`src/rtl/nsov_pkg.sv`:
```
package nsov_pkg;

	// Register byte offsets on the APB bus.
	localparam logic [7:0]  CTRL_OFS        = 8'h00;
	localparam logic [7:0]  START_PCT_OFS   = 8'h04;
	localparam logic [7:0]  TRIP_DELAY_OFS  = 8'h08;
	localparam logic [7:0]  STATUS_OFS      = 8'h0C;
	localparam logic [7:0]  VOLTAGE_OFS     = 8'h10;

	// Control register fields.
	localparam int          CTRL_ENABLE_BIT = 0;
	localparam int          CTRL_SONLY_BIT  = 1;

	// Status register fields.
	localparam int          ST_START_BIT    = 0;
	localparam int          ST_TRIP_BIT     = 1;
	localparam int          ST_GSTART_BIT   = 2;
	localparam int          ST_GTRIP_BIT    = 3;

	// Setting ranges and reset values.
	localparam logic [7:0]  PCT_MIN         = 8'h02;
	localparam logic [7:0]  PCT_MAX         = 8'h28;
	localparam logic [7:0]  PCT_RESET       = 8'h1E;
	localparam logic [15:0] DELAY_MIN       = 16'h0032;
	localparam logic [15:0] DELAY_MAX       = 16'hEA60;
	localparam logic [15:0] DELAY_RESET     = 16'h0064;
	localparam logic        ENABLE_RESET    = 1'b1;
	localparam logic        SONLY_RESET     = 1'b0;

	// Voltage input carries percent of nominal with this many fraction bits.
	localparam int          VOLT_FRAC_BITS  = 8;

	// Timing: one millisecond at the 250 MHz bus clock.
	localparam int          CLK_PERIOD_PS   = 4000;
	localparam int          MS_TIME_PS      = 1000000000;
	localparam int          MS_TICK_CYCLES  = MS_TIME_PS / CLK_PERIOD_PS;

	typedef struct packed {
		logic        enable;
		logic        start_only;
		logic [7:0]  pct;
		logic [15:0] delay;
	} nsov_cfg_type;

	typedef enum logic [1:0] {
		NSOV_IDLE    = 2'b00,
		NSOV_STARTED = 2'b01,
		NSOV_TRIPPED = 2'b10
	} nsov_state_type;

endpackage

```
`src/rtl/nsov_trip.sv`:
```
// Local design decisions: the APB register port and the register offsets.
`timescale 1ns/1ps
module nsov_trip #(
	parameter int MS_TICK_CYCLES = nsov_pkg::MS_TICK_CYCLES
) (
	input  wire logic        pclk,
	input  wire logic        presetn,
	input  wire logic        psel,
	input  wire logic        penable,
	input  wire logic        pwrite,
	input  wire logic [7:0]  paddr,
	input  wire logic [31:0] pwdata,
	output logic      [31:0] prdata,
	output logic             pready,
	output logic             pslverr,
	input  wire logic [15:0] neg_seq_voltage,
	input  wire logic        function_block_in,
	output logic             general_start_out,
	output logic             general_trip_out
);

	////////////////////////////////////////////////////////////////////////
	// Range limiting of software settings.
	// Settings outside their range are clamped rather than refused, so a
	// careless write still leaves the function with a usable threshold
	// and delay instead of silently keeping the old value.

	function automatic logic [15:0] clamp16(
		input logic [15:0] v,
		input logic [15:0] lo,
		input logic [15:0] hi
	);
		clamp16 = (v < lo) ? lo : ((v > hi) ? hi : v);
	endfunction

	nsov_pkg::nsov_cfg_type  cfg_q;
	nsov_pkg::nsov_state_type state_q;
	nsov_pkg::nsov_state_type state_d;
	logic [31:0] prdata_q;
	logic        pready_q;
	logic        pslverr_q;
	logic        gstart_q;
	logic        gtrip_q;
	logic [31:0] tick_cnt_q;
	// The millisecond counter is wide enough for the longest delay.
	logic [15:0] ms_cnt_q;

	////////////////////////////////////////////////////////////////////////
	// APB decode. The slave answers with no wait state: pready is set at
	// the setup edge, so the access phase always completes in one cycle.

	// Only aligned word offsets decode; any other address is unmapped.
	wire         setup_cyc  = psel & ~penable;
	wire         access_cyc = psel & penable & pready_q;
	wire         wr_en      = access_cyc & pwrite;
	wire         hit_ctrl   = (paddr == nsov_pkg::CTRL_OFS);
	wire         hit_pct    = (paddr == nsov_pkg::START_PCT_OFS);
	wire         hit_delay  = (paddr == nsov_pkg::TRIP_DELAY_OFS);
	wire         hit_status = (paddr == nsov_pkg::STATUS_OFS);
	wire         hit_volt   = (paddr == nsov_pkg::VOLTAGE_OFS);
	wire         mapped     = hit_ctrl | hit_pct | hit_delay | hit_status
	                        | hit_volt;
	wire         ro_hit     = hit_status | hit_volt;
	wire [15:0]  pct_wr     = clamp16({8'h00, pwdata[7:0]},
	                                  {8'h00, nsov_pkg::PCT_MIN},
	                                  {8'h00, nsov_pkg::PCT_MAX});
	wire [15:0]  delay_wr   = clamp16(pwdata[15:0], nsov_pkg::DELAY_MIN,
	                                  nsov_pkg::DELAY_MAX);

	wire         st_start   = (state_q != nsov_pkg::NSOV_IDLE);
	wire         st_trip    = (state_q == nsov_pkg::NSOV_TRIPPED);
	wire [31:0]  status_rd  = {28'h000_0000, gtrip_q, gstart_q, st_trip,
	                           st_start};
	wire [31:0]  ctrl_rd    = {30'h000_0000, cfg_q.start_only,
	                           cfg_q.enable};
	wire [31:0]  rd_mux     = hit_ctrl   ? ctrl_rd :
	                          hit_pct    ? {24'h00_0000, cfg_q.pct} :
	                          hit_delay  ? {16'h0000, cfg_q.delay} :
	                          hit_status ? status_rd :
	                          hit_volt   ? {16'h0000, neg_seq_voltage} :
	                          32'h0000_0000;

	// Read data is captured in the setup cycle, so a status read shows the
	// state one cycle before the access phase; that skew is accepted to
	// keep every output of the block straight from a flip-flop.
	// Writes to read-only or unmapped words raise pslverr and change
	// nothing; reads of unmapped words return zero with the same error.
	always_ff @(posedge pclk or negedge presetn) begin
		if (!presetn) begin
			pready_q  <= 1'b0;
			pslverr_q <= 1'b0;
			prdata_q  <= 32'h0000_0000;
		end else begin
			pready_q  <= setup_cyc;
			pslverr_q <= setup_cyc & (~mapped | (pwrite & ro_hit));
			if (setup_cyc & ~pwrite) begin
				prdata_q <= rd_mux;
			end
		end
	end

	always_ff @(posedge pclk or negedge presetn) begin
		if (!presetn) begin
			cfg_q.enable     <= nsov_pkg::ENABLE_RESET;
			cfg_q.start_only <= nsov_pkg::SONLY_RESET;
			cfg_q.pct        <= nsov_pkg::PCT_RESET;
			cfg_q.delay      <= nsov_pkg::DELAY_RESET;
		end else if (wr_en) begin
			if (hit_ctrl) begin
				cfg_q.enable     <= pwdata[nsov_pkg::CTRL_ENABLE_BIT];
				cfg_q.start_only <= pwdata[nsov_pkg::CTRL_SONLY_BIT];
			end
			if (hit_pct) begin
				cfg_q.pct <= pct_wr[7:0];
			end
			if (hit_delay) begin
				cfg_q.delay <= delay_wr;
			end
		end
	end

	////////////////////////////////////////////////////////////////////////
	// Definite time characteristic. Strict greater-than keeps a voltage
	// sitting exactly on the threshold from chattering the start status.
	// The threshold is the whole percent setting placed above the
	// fraction bits of the voltage input, so both sides share one scale.

	wire [15:0]  thresh     = {cfg_q.pct, {nsov_pkg::VOLT_FRAC_BITS{1'b0}}};
	wire         over_v     = (neg_seq_voltage > thresh);
	wire         active     = cfg_q.enable & ~function_block_in;
	// The prescaler counts clock cycles up to one millisecond.
	wire         tick_last  = (tick_cnt_q == 32'(MS_TICK_CYCLES - 1));
	wire         delay_done = (ms_cnt_q >= cfg_q.delay);

	// Start and trip statuses are decoded from this one state machine,
	// so trip can never be reported without start.
	always_comb begin
		state_d = state_q;
		case (state_q)
			nsov_pkg::NSOV_IDLE: begin
				if (over_v & active) begin
					state_d = nsov_pkg::NSOV_STARTED;
				end
			end
			nsov_pkg::NSOV_STARTED: begin
				if (~over_v | ~active) begin
					state_d = nsov_pkg::NSOV_IDLE;
				end else if (delay_done) begin
					state_d = nsov_pkg::NSOV_TRIPPED;
				end
			end
			nsov_pkg::NSOV_TRIPPED: begin
				if (~over_v | ~active) begin
					state_d = nsov_pkg::NSOV_IDLE;
				end
			end
			default: begin
				state_d = nsov_pkg::NSOV_IDLE;
			end
		endcase
	end

	// The millisecond prescaler restarts with each start, so the delay is
	// measured from the start edge and not from a free-running tick.
	// Both counters hold at zero outside the started state.
	// Limitation: the operate time adds about two clock cycles of decision
	// latency to the set delay, far below one millisecond at this clock.
	always_ff @(posedge pclk or negedge presetn) begin
		if (!presetn) begin
			state_q    <= nsov_pkg::NSOV_IDLE;
			tick_cnt_q <= 32'h0000_0000;
			ms_cnt_q   <= 16'h0000;
		end else begin
			state_q <= state_d;
			if (state_d != nsov_pkg::NSOV_STARTED) begin
				tick_cnt_q <= 32'h0000_0000;
				ms_cnt_q   <= 16'h0000;
			end else if (tick_last) begin
				tick_cnt_q <= 32'h0000_0000;
				ms_cnt_q   <= ms_cnt_q + 16'h0001;
			end else begin
				tick_cnt_q <= tick_cnt_q + 32'h0000_0001;
			end
		end
	end

	////////////////////////////////////////////////////////////////////////
	// Decision logic.
	// Start-only mode gates only the general trip output; the internal
	// trip status stays readable in the status word for diagnosis.
	// Disabling, by the enable bit or the block input, gates both outputs.

	wire         gstart_d   = st_start & active;
	wire         gtrip_d    = st_trip & active & ~cfg_q.start_only;

	always_ff @(posedge pclk or negedge presetn) begin
		if (!presetn) begin
			gstart_q <= 1'b0;
			gtrip_q  <= 1'b0;
		end else begin
			gstart_q <= gstart_d;
			gtrip_q  <= gtrip_d;
		end
	end

	////////////////////////////////////////////////////////////////////////
	// Outputs, each straight from a flip-flop.

	assign prdata            = prdata_q;
	assign pready            = pready_q;
	assign pslverr           = pslverr_q;
	assign general_start_out = gstart_q;
	assign general_trip_out  = gtrip_q;

endmodule

```
`config.mk`:
```
export PLATFORM = sky130hd
export DESIGN_NAME = nsov_trip
export DESIGN_NICKNAME = d
export VERILOG_FILES = /design/src/rtl/nsov_pkg.sv /design/src/rtl/nsov_trip.sv
export SDC_FILE = /design/constraint.sdc
export NUM_CORES = 1
export LEC_CHECK = 0
export ABC_AREA = 0
export BUFFER_PORTS_ARGS = -buffer_cell sky130_fd_sc_hd__clkbuf_2
export CAP_MARGIN = 20
export CORE_ASPECT_RATIO = 2
export CORE_UTILIZATION = 26
export CTS_CLUSTER_SIZE = 12
export DETAILED_ROUTE_END_ITERATION = 16
export GPL_ROUTABILITY_DRIVEN = 0
export PLACE_DENSITY = 0.48
export SYNTH_ARGS = -nofsm -noshare
export SYNTH_HDL_FRONTEND = slang
export SYNTH_SLANG_ARGS = --single-unit
```
`constraint.sdc`:
```
create_clock -name pclk -period 2.8 [get_ports pclk]
set_clock_uncertainty 0.2 [all_clocks]
set_input_delay 0.14 -clock pclk [delete_from_list [all_inputs] [get_ports pclk]]
set_output_delay 0.14 -clock pclk [all_outputs]
set_load 0.01 [all_outputs]
```
==> qor.yml, run 1 <==
firstDrtPassIters: 6
avgRoutedWirePerCell_um: 17.87
die_width_um: 106.6
synthArstFlopShare: 1.000
clock-root-buffer: "clkbuf_16"
antennaDiodeCount: 0
yosysSeqAreaShare: 0.4238
p_int_uw: 2151
postRouteAntennaNets: 0
area_growth_pct: 25.02
clockBufferDepth: 2
grt_use_met3: 0.01574
ios: 98
synth-main-ff-cell: "dfrtp_1"
clk_pin_slew_ps: 70
path_cells: "dlygate4sd3_1 -> clkbuf_2 -> inv_1 -> ha_1 -> or4b_2 -> nor4_1 -> nor2_1 -> o21ai_4 -> buf_4 -> nor4_1"
finalCoreUtilization: 0.3311
synthesis.area_um2: 5692
row_count: 76
finalSetupViolCount: 0
p_sw_uw: 700.6
cts_made_buffers: 9
clockPowerShare: 0.424
layout_common_cells: "88 x dfrtp_1, 64 x clkbuf_2, 53 x nor3_1, 46 x nand2_1, 37 x xnor2_1"
use_met2: 0.3384
cts_tree: "done"
final_max_slew_viol_count: 0
cpLargestDelayFamily: "buffers and inverters"
ir_drop_uv: 266.0
vias: 4935
coreArea_um2: 21490
timing.critical_path.mode_cell: "nor4_1"
critPathCaptureType: "flip-flop"
period_needed_ps: 2623
grt_usage: 0.1636
yosys_register_bits: 96
synth_edf_count: 0
hp-class: "input port to flip-flop"
grt.busiest_layer: "met2"
drt-total-wl_um: 17820
relSlewSlack: 0.5566
dieHeight_um: 211.2
drc: 0
switching_share: 0.2457
use_met1: 0.1428
place_inst: 945
cp_data_arrival_time_ps: 2650
fin_crit_sh: 0.9368
critPathBufInv: 4
drive_above_1_share: 0.1989
p_seq_frac: 0.494
grt-ovfl-total: 0
place_area_um2: 6454
max_stage_delay_ps: 590
p_per_area_nw_per_um2: 400.7
initial_core_util: 0.2648
fill_cells: 2281
numPortBuffers: 65
cp-start-kind: "input port"
synthCells: 606
fin_area_um2: 7116
tightest_slew_ps: 665.1
ys_warn_count: 0
p_comb_frac: 0.082
syn_avg_cell_area_um2: 9.392
htreeDepth: 3
fmax_mhz: 381.2
clock-sinks: 96
cap_viol_max_count: 0
dp_hpwl_um: 13730
worst-path-max-fanout: 14
postCtsSetupBuffers: 0
vias_per_cell: 4.950
grt_pass1_wl_um: 27500
required_ps: 2820
grt_max_degree: 43
p_leak_uw: 0.002968
hold_violations: 0
grt_pass1_vias: 5170
status: "complete, no violations"
clk_latency_ps: 350
antenna_found_initial: 0
dieArea_um2: 22520
slowest_stage: "or4b_2"
final_cells: 997
final.setup.tns_ps: 0
critPathKind: "input port to flip-flop"
yosysUniqueCellTypes: 66
final_common_cell: "dfrtp_1"
num-nets-final: 807
drt_iter0_drc: 234
-- power groups by stage --
stage / registers, µW / clock network, µW / logic, µW
2_1_floorplan: 1440 / 0 / 85.4
3_3_place_gp: 1430 / 0 / 199
3_5_place_dp: 1430 / 0 / 198
4_1_cts: 1410 / 1250 / 238
5_1_grt: 1410 / 1300 / 260
6_report: 1410 / 1210 / 235
-- stage by stage --
stage	setup slack [ps]	power, µW	hold WS, ps
2_1_floorplan	372.9	1526	-355.6
3_3_place_gp	186.7	1633	-92.19
3_5_place_dp	130.7	1633	-87.07
4_1_cts	109.1	2898	24.80
5_1_grt	-6.157	2964	59.23
6_report	176.9	2851	32.23
-- registers in the layout, summed over array words and instances (netlist names) --
| signal | flops |
|---|---|
| prdata | 16 |
| general_trip_out | 1 |
| ms_cnt_q | 16 |
| pslverr | 1 |
| cfg_q | 26 |
| general_start_out | 1 |
| state_q | 2 |
| pready | 1 |
| tick_cnt_q | 32 |
-- path summary, 6_finish.rpt --
check / from / slack (ps) / cells past startpoint / endpoint
min reg2reg: prdata[8]$_DFFE_PN0P_ / 280 / 2 / prdata[8]$_DFFE_PN0P_
min: paddr[7] / 30 / 4 / pslverr$_DFF_PN0_
max reg2reg: cfg_q[15]$_DFFE_PN0P_ / 200 / 8 / tick_cnt_q[4]$_DFF_PN0_
max: neg_seq_voltage[8] / 180 / 10 / tick_cnt_q[7]$_DFF_PN0_
min in group asynchronous: presetn / 70 / 2 / prdata[15]$_DFFE_PN0P_
max in group asynchronous: presetn / 1580 / 3 / tick_cnt_q[16]$_DFF_PN0_
-- cell families (layout without fill, tap and decap cells) --
family          Yosys count  after routing  synth area share
simple gates            256            256            0.2581
buf+inv                  79            182           0.06771
xor+xnor                 45             45           0.06925
fa+ha+maj                26             26           0.05716
compound gates          100            100            0.1176
flops                    96             96            0.4238
mux                       3              3          0.005715
other cells               1             16         0.0006589
-- cell type report --
cell class,count,area (µm²),share of cell area
multi-input combinational,446,2974,0.4180
sequential,96,2412,0.3390
timing repair buffer,133,978.4,0.1375
tap,273,341.6,0.04800
clock buffer,12,256.5,0.03605
inverter,33,123.9,0.01741
clock inverter,4,28.78,0.004044
-- layer usage --
metal  vias up  wire (µm)
met3        42        371
met1      2376       5804
met2       113      10690
met5         -          0
li1       2404          -
met4         0        957
-- repair_timing --
action                                  4_1_cts  5_1_grt
hold endpoints to repair                    100        0
hold buffers                                 36        0
endpoints found under the setup margin        0        8
gates resized for setup                       0        3
-- tightest hold or removal path: cells and delay by family --
| kind | cells | cell delay (ps) |
|---|---|---|
| compound gates | 1 | 60 |
| simple gates | 1 | 160 |
| buf+inv | 2 | 180 |
-- synth_stat cells (5+ instances only) --
| library cell | count | area (µm²) |
|---|---|---|
| clkbuf_1 | 12 | 45.04 |
| nand2_1 | 46 | 172.7 |
| xnor2_1 | 37 | 324.1 |
| and4_1 | 8 | 70.07 |
| inv_1 | 33 | 123.9 |
| nor4_1 | 28 | 175.2 |
| a21o_1 | 5 | 37.54 |
| nand4_1 | 18 | 112.6 |
| o21ai_0 | 26 | 130.1 |
| nor3_1 | 53 | 265.3 |
| ha_1 | 26 | 325.3 |
| and2_1 | 5 | 31.28 |
| a22oi_1 | 19 | 142.6 |
| a21oi_1 | 22 | 110.1 |
| xor2_1 | 8 | 70.07 |
| dfrtp_1 | 88 | 2202 |
| and3_1 | 11 | 68.82 |
| buf_4 | 17 | 127.6 |
| nor2_1 | 27 | 101.4 |
| o22ai_1 | 5 | 31.28 |
| nand2b_1 | 7 | 43.79 |
| buf_2 | 13 | 65.06 |
| dfstp_2 | 8 | 210.2 |
| nand3_1 | 19 | 95.09 |
(Power assumes the default switching activity.)
==> run 2, diff against run 1 <==
--- a/config.mk
+++ b/config.mk
@@ -9,7 +9,9 @@
 export BUFFER_PORTS_ARGS = -buffer_cell sky130_fd_sc_hd__clkbuf_2
 export CAP_MARGIN = 20
 export CORE_ASPECT_RATIO = 2
+export CORE_MARGIN = 2
 export CORE_UTILIZATION = 26
+export CTS_BUF_LIST = sky130_fd_sc_hd__clkbuf_8
 export CTS_CLUSTER_SIZE = 12
 export DETAILED_ROUTE_END_ITERATION = 16
 export GPL_ROUTABILITY_DRIVEN = 0
==> run 2 against run 1 <==
Clock power down 11%; global-route usage fell by 0.99 points; power fell by 4.6%; worst hold slack got worse by 13 ps; via count fell by 0.10%; fmax increased by 0.38%; wire length down 2.0%; sequential share of layout area up 0.61 points; non-clock buffer count down 7.
==> qor.yml, run 2 (synthesis gave the netlist of run 1 again) <==
ir_drop_uv: 209.6  # -21%
critPathKind: "flip-flop to flip-flop"
place_inst: 936  # -0.95%
firstDrtPassIters: 5  # -1
largest_register: "tick_cnt_q"
vias_per_cell: 4.980  # +0.61%
p_leak_uw: 0.002917  # -1.7%
num-nets-final: 800  # -0.87%
rr_worst_depth: 7  # -1
reg_top3: "tick_cnt_q x32, cfg_q x26"
r2r_start: "cfg_q[0]$_DFFE_PN0P_"
grt_pass1_wl_um: 26820  # -2.5%
worst-path-max-fanout: 9  # -5
grt_max_degree: 41  # -4.7%
postRouteAntennaNets: 0  # unchanged
fin_area_um2: 6990  # -1.8%
fin_crit_sh: 0.9333  # -0.003540
cts_tree: "done"
antenna_found_initial: 0  # unchanged
avgRoutedWirePerCell_um: 17.63  # -1.4%
coreArea_um2: 21490  # unchanged
dieArea_um2: 23160  # +2.8%
ios: 98  # unchanged
final_common_cell: "dfrtp_1"
min_path_cells: 4  # unchanged
worstHoldEndpoint: "pslverr$_DFF_PN0_"
power_uw: 2720  # -4.6%
htreeDepth: 3  # unchanged
whs_ps: 19.67  # -12.56 ps
final.setup.tns_ps: 0  # unchanged
layout_common_cells: "88 x dfrtp_1, 64 x clkbuf_2, 53 x nor3_1, 46 x nand2_1, 38 x dlygate4sd3_1"
clockBufferDepth: 2  # unchanged
finalSetupViolCount: 0  # unchanged
cap_viol_max_count: 0  # unchanged
r2r_end: "tick_cnt_q[15]$_DFF_PN0_"
row_count: 76  # unchanged
place_area_um2: 6374  # -1.2%
holdCritStartpoint: "paddr[7]"
status: "complete, no violations"
die_width_um: 108.6  # +1.9%
drt-total-wl_um: 17460  # -2.0%
clock-root-buffer: "clkbuf_8"
postCtsSetupBuffers: 0  # unchanged
required_ps: 2880  # +60 ps
clk_pin_slew_ps: 100  # +30 ps
ff2ff_setup_slack_ps: 190  # about the same
period_needed_ps: 2613  # -9.913 ps
clk_latency_ps: 380  # +30 ps
rsz0062_at_grt: "no"
grt_pass1_vias: 5111  # -1.1%
tightest_slew_ps: 684.4  # +19.36 ps
dp_hpwl_um: 13610  # -0.87%
drt_iter0_drc: 286  # +22%
clock-sinks: 96  # unchanged
dieHeight_um: 213.2  # +0.95%
area_growth_pct: 22.82
largest_reg_flops: 32  # unchanged
vias: 4930  # -0.10%
initial_core_util: 0.2648  # unchanged
hp-class: "input port to flip-flop"
cp_data_arrival_time_ps: 2690  # +40 ps
fmax_mhz: 382.7  # +0.38%
grt-ovfl-total: 0  # unchanged
critPathCaptureType: "flip-flop"
drc: 0  # unchanged
final_cells: 990  # -0.70%
relSlewSlack: 0.5373  # -0.01933
final_max_slew_viol_count: 0  # unchanged
hold_violations: 0  # unchanged
drive_above_1_share: 0.1841  # -0.01479
antennaDiodeCount: 0  # unchanged
fill_cells: 2261  # -0.88%
grt_usage: 0.1536  # -0.009940
p_per_area_nw_per_um2: 389.1  # -2.9%
cts_made_buffers: 9  # unchanged
numPortBuffers: 65  # unchanged
cp-start-kind: "flip-flop"
[run 2: repair_timing]
item | CTS | global route
resized for setup | 0 | 1
hold endpoints to repair | 111 | 0
setup endpoints to repair | 0 | 4
hold buffers | 38 | 0
[run 2: metrics by stage]
step,worst slack [ps],util
final,186.8,0.3253
after global routing,59.17,0.3253
after CTS,81.36,0.3251
after detailed placement,108.8,0.2966
after global placement,176.8,0.2966
after floorplan,372.9,-
[run 2: report_power, final]
group | internal, µW | total (µW) | leakage, µW | switching, µW
Combinational | 99.0 | 235 | 0.00154 | 136
Sequential | 1400 | 1410 | 0.00125 | 7.65
Clock | 571 | 1080 | 0.000125 | 505
[run 2: final cells by class]
type                    count  area (µm²)  share of cell area
flip-flops and latches     96        2412              0.3451
clock inverters             4       67.56            0.009665
clock buffers              12       165.2             0.02363
repair buffers            126       918.4              0.1314
inverters                  33       123.9             0.01772
multi-input cells         446        2962              0.4237
well taps                 273       341.6             0.04886
[run 2: how the worst max path moves through the flow]
stage / endpoint / start / slack [ps]
2_1_floorplan: tick_cnt_q[0]$_DFF_PN0_ / ms_cnt_q[0]$_DFFE_PN0P_ / 370
3_3_place_gp: tick_cnt_q[16]$_DFF_PN0_ / cfg_q[0]$_DFFE_PN0P_ / 180
3_5_place_dp: tick_cnt_q[3]$_DFF_PN0_ / cfg_q[0]$_DFFE_PN0P_ / 110
4_1_cts: tick_cnt_q[15]$_DFF_PN0_ / cfg_q[0]$_DFFE_PN0P_ / 80
5_1_grt: tick_cnt_q[15]$_DFF_PN0_ / cfg_q[0]$_DFFE_PN0P_ / 60
6_report: tick_cnt_q[15]$_DFF_PN0_ / cfg_q[0]$_DFFE_PN0P_ / 190
[run 2: layer usage]
metal  up-vias  track usage  wire length, µm
li1       2387            -                -
met1      2388       0.1332             5729
met2       120       0.3226            10570
met3        35      0.01404              373
met4         0      0.08621              781
met5         -            0                0
[run 2: worst max-delay path, stage by stage, from the launching register on]
cell	delay [ps]
dfrtp_1	440
ha_1	320
nand2b_4	150
a2111oi_4	350
a2111oi_0	100
or4_4	470
buf_4	200
nor4_1	270
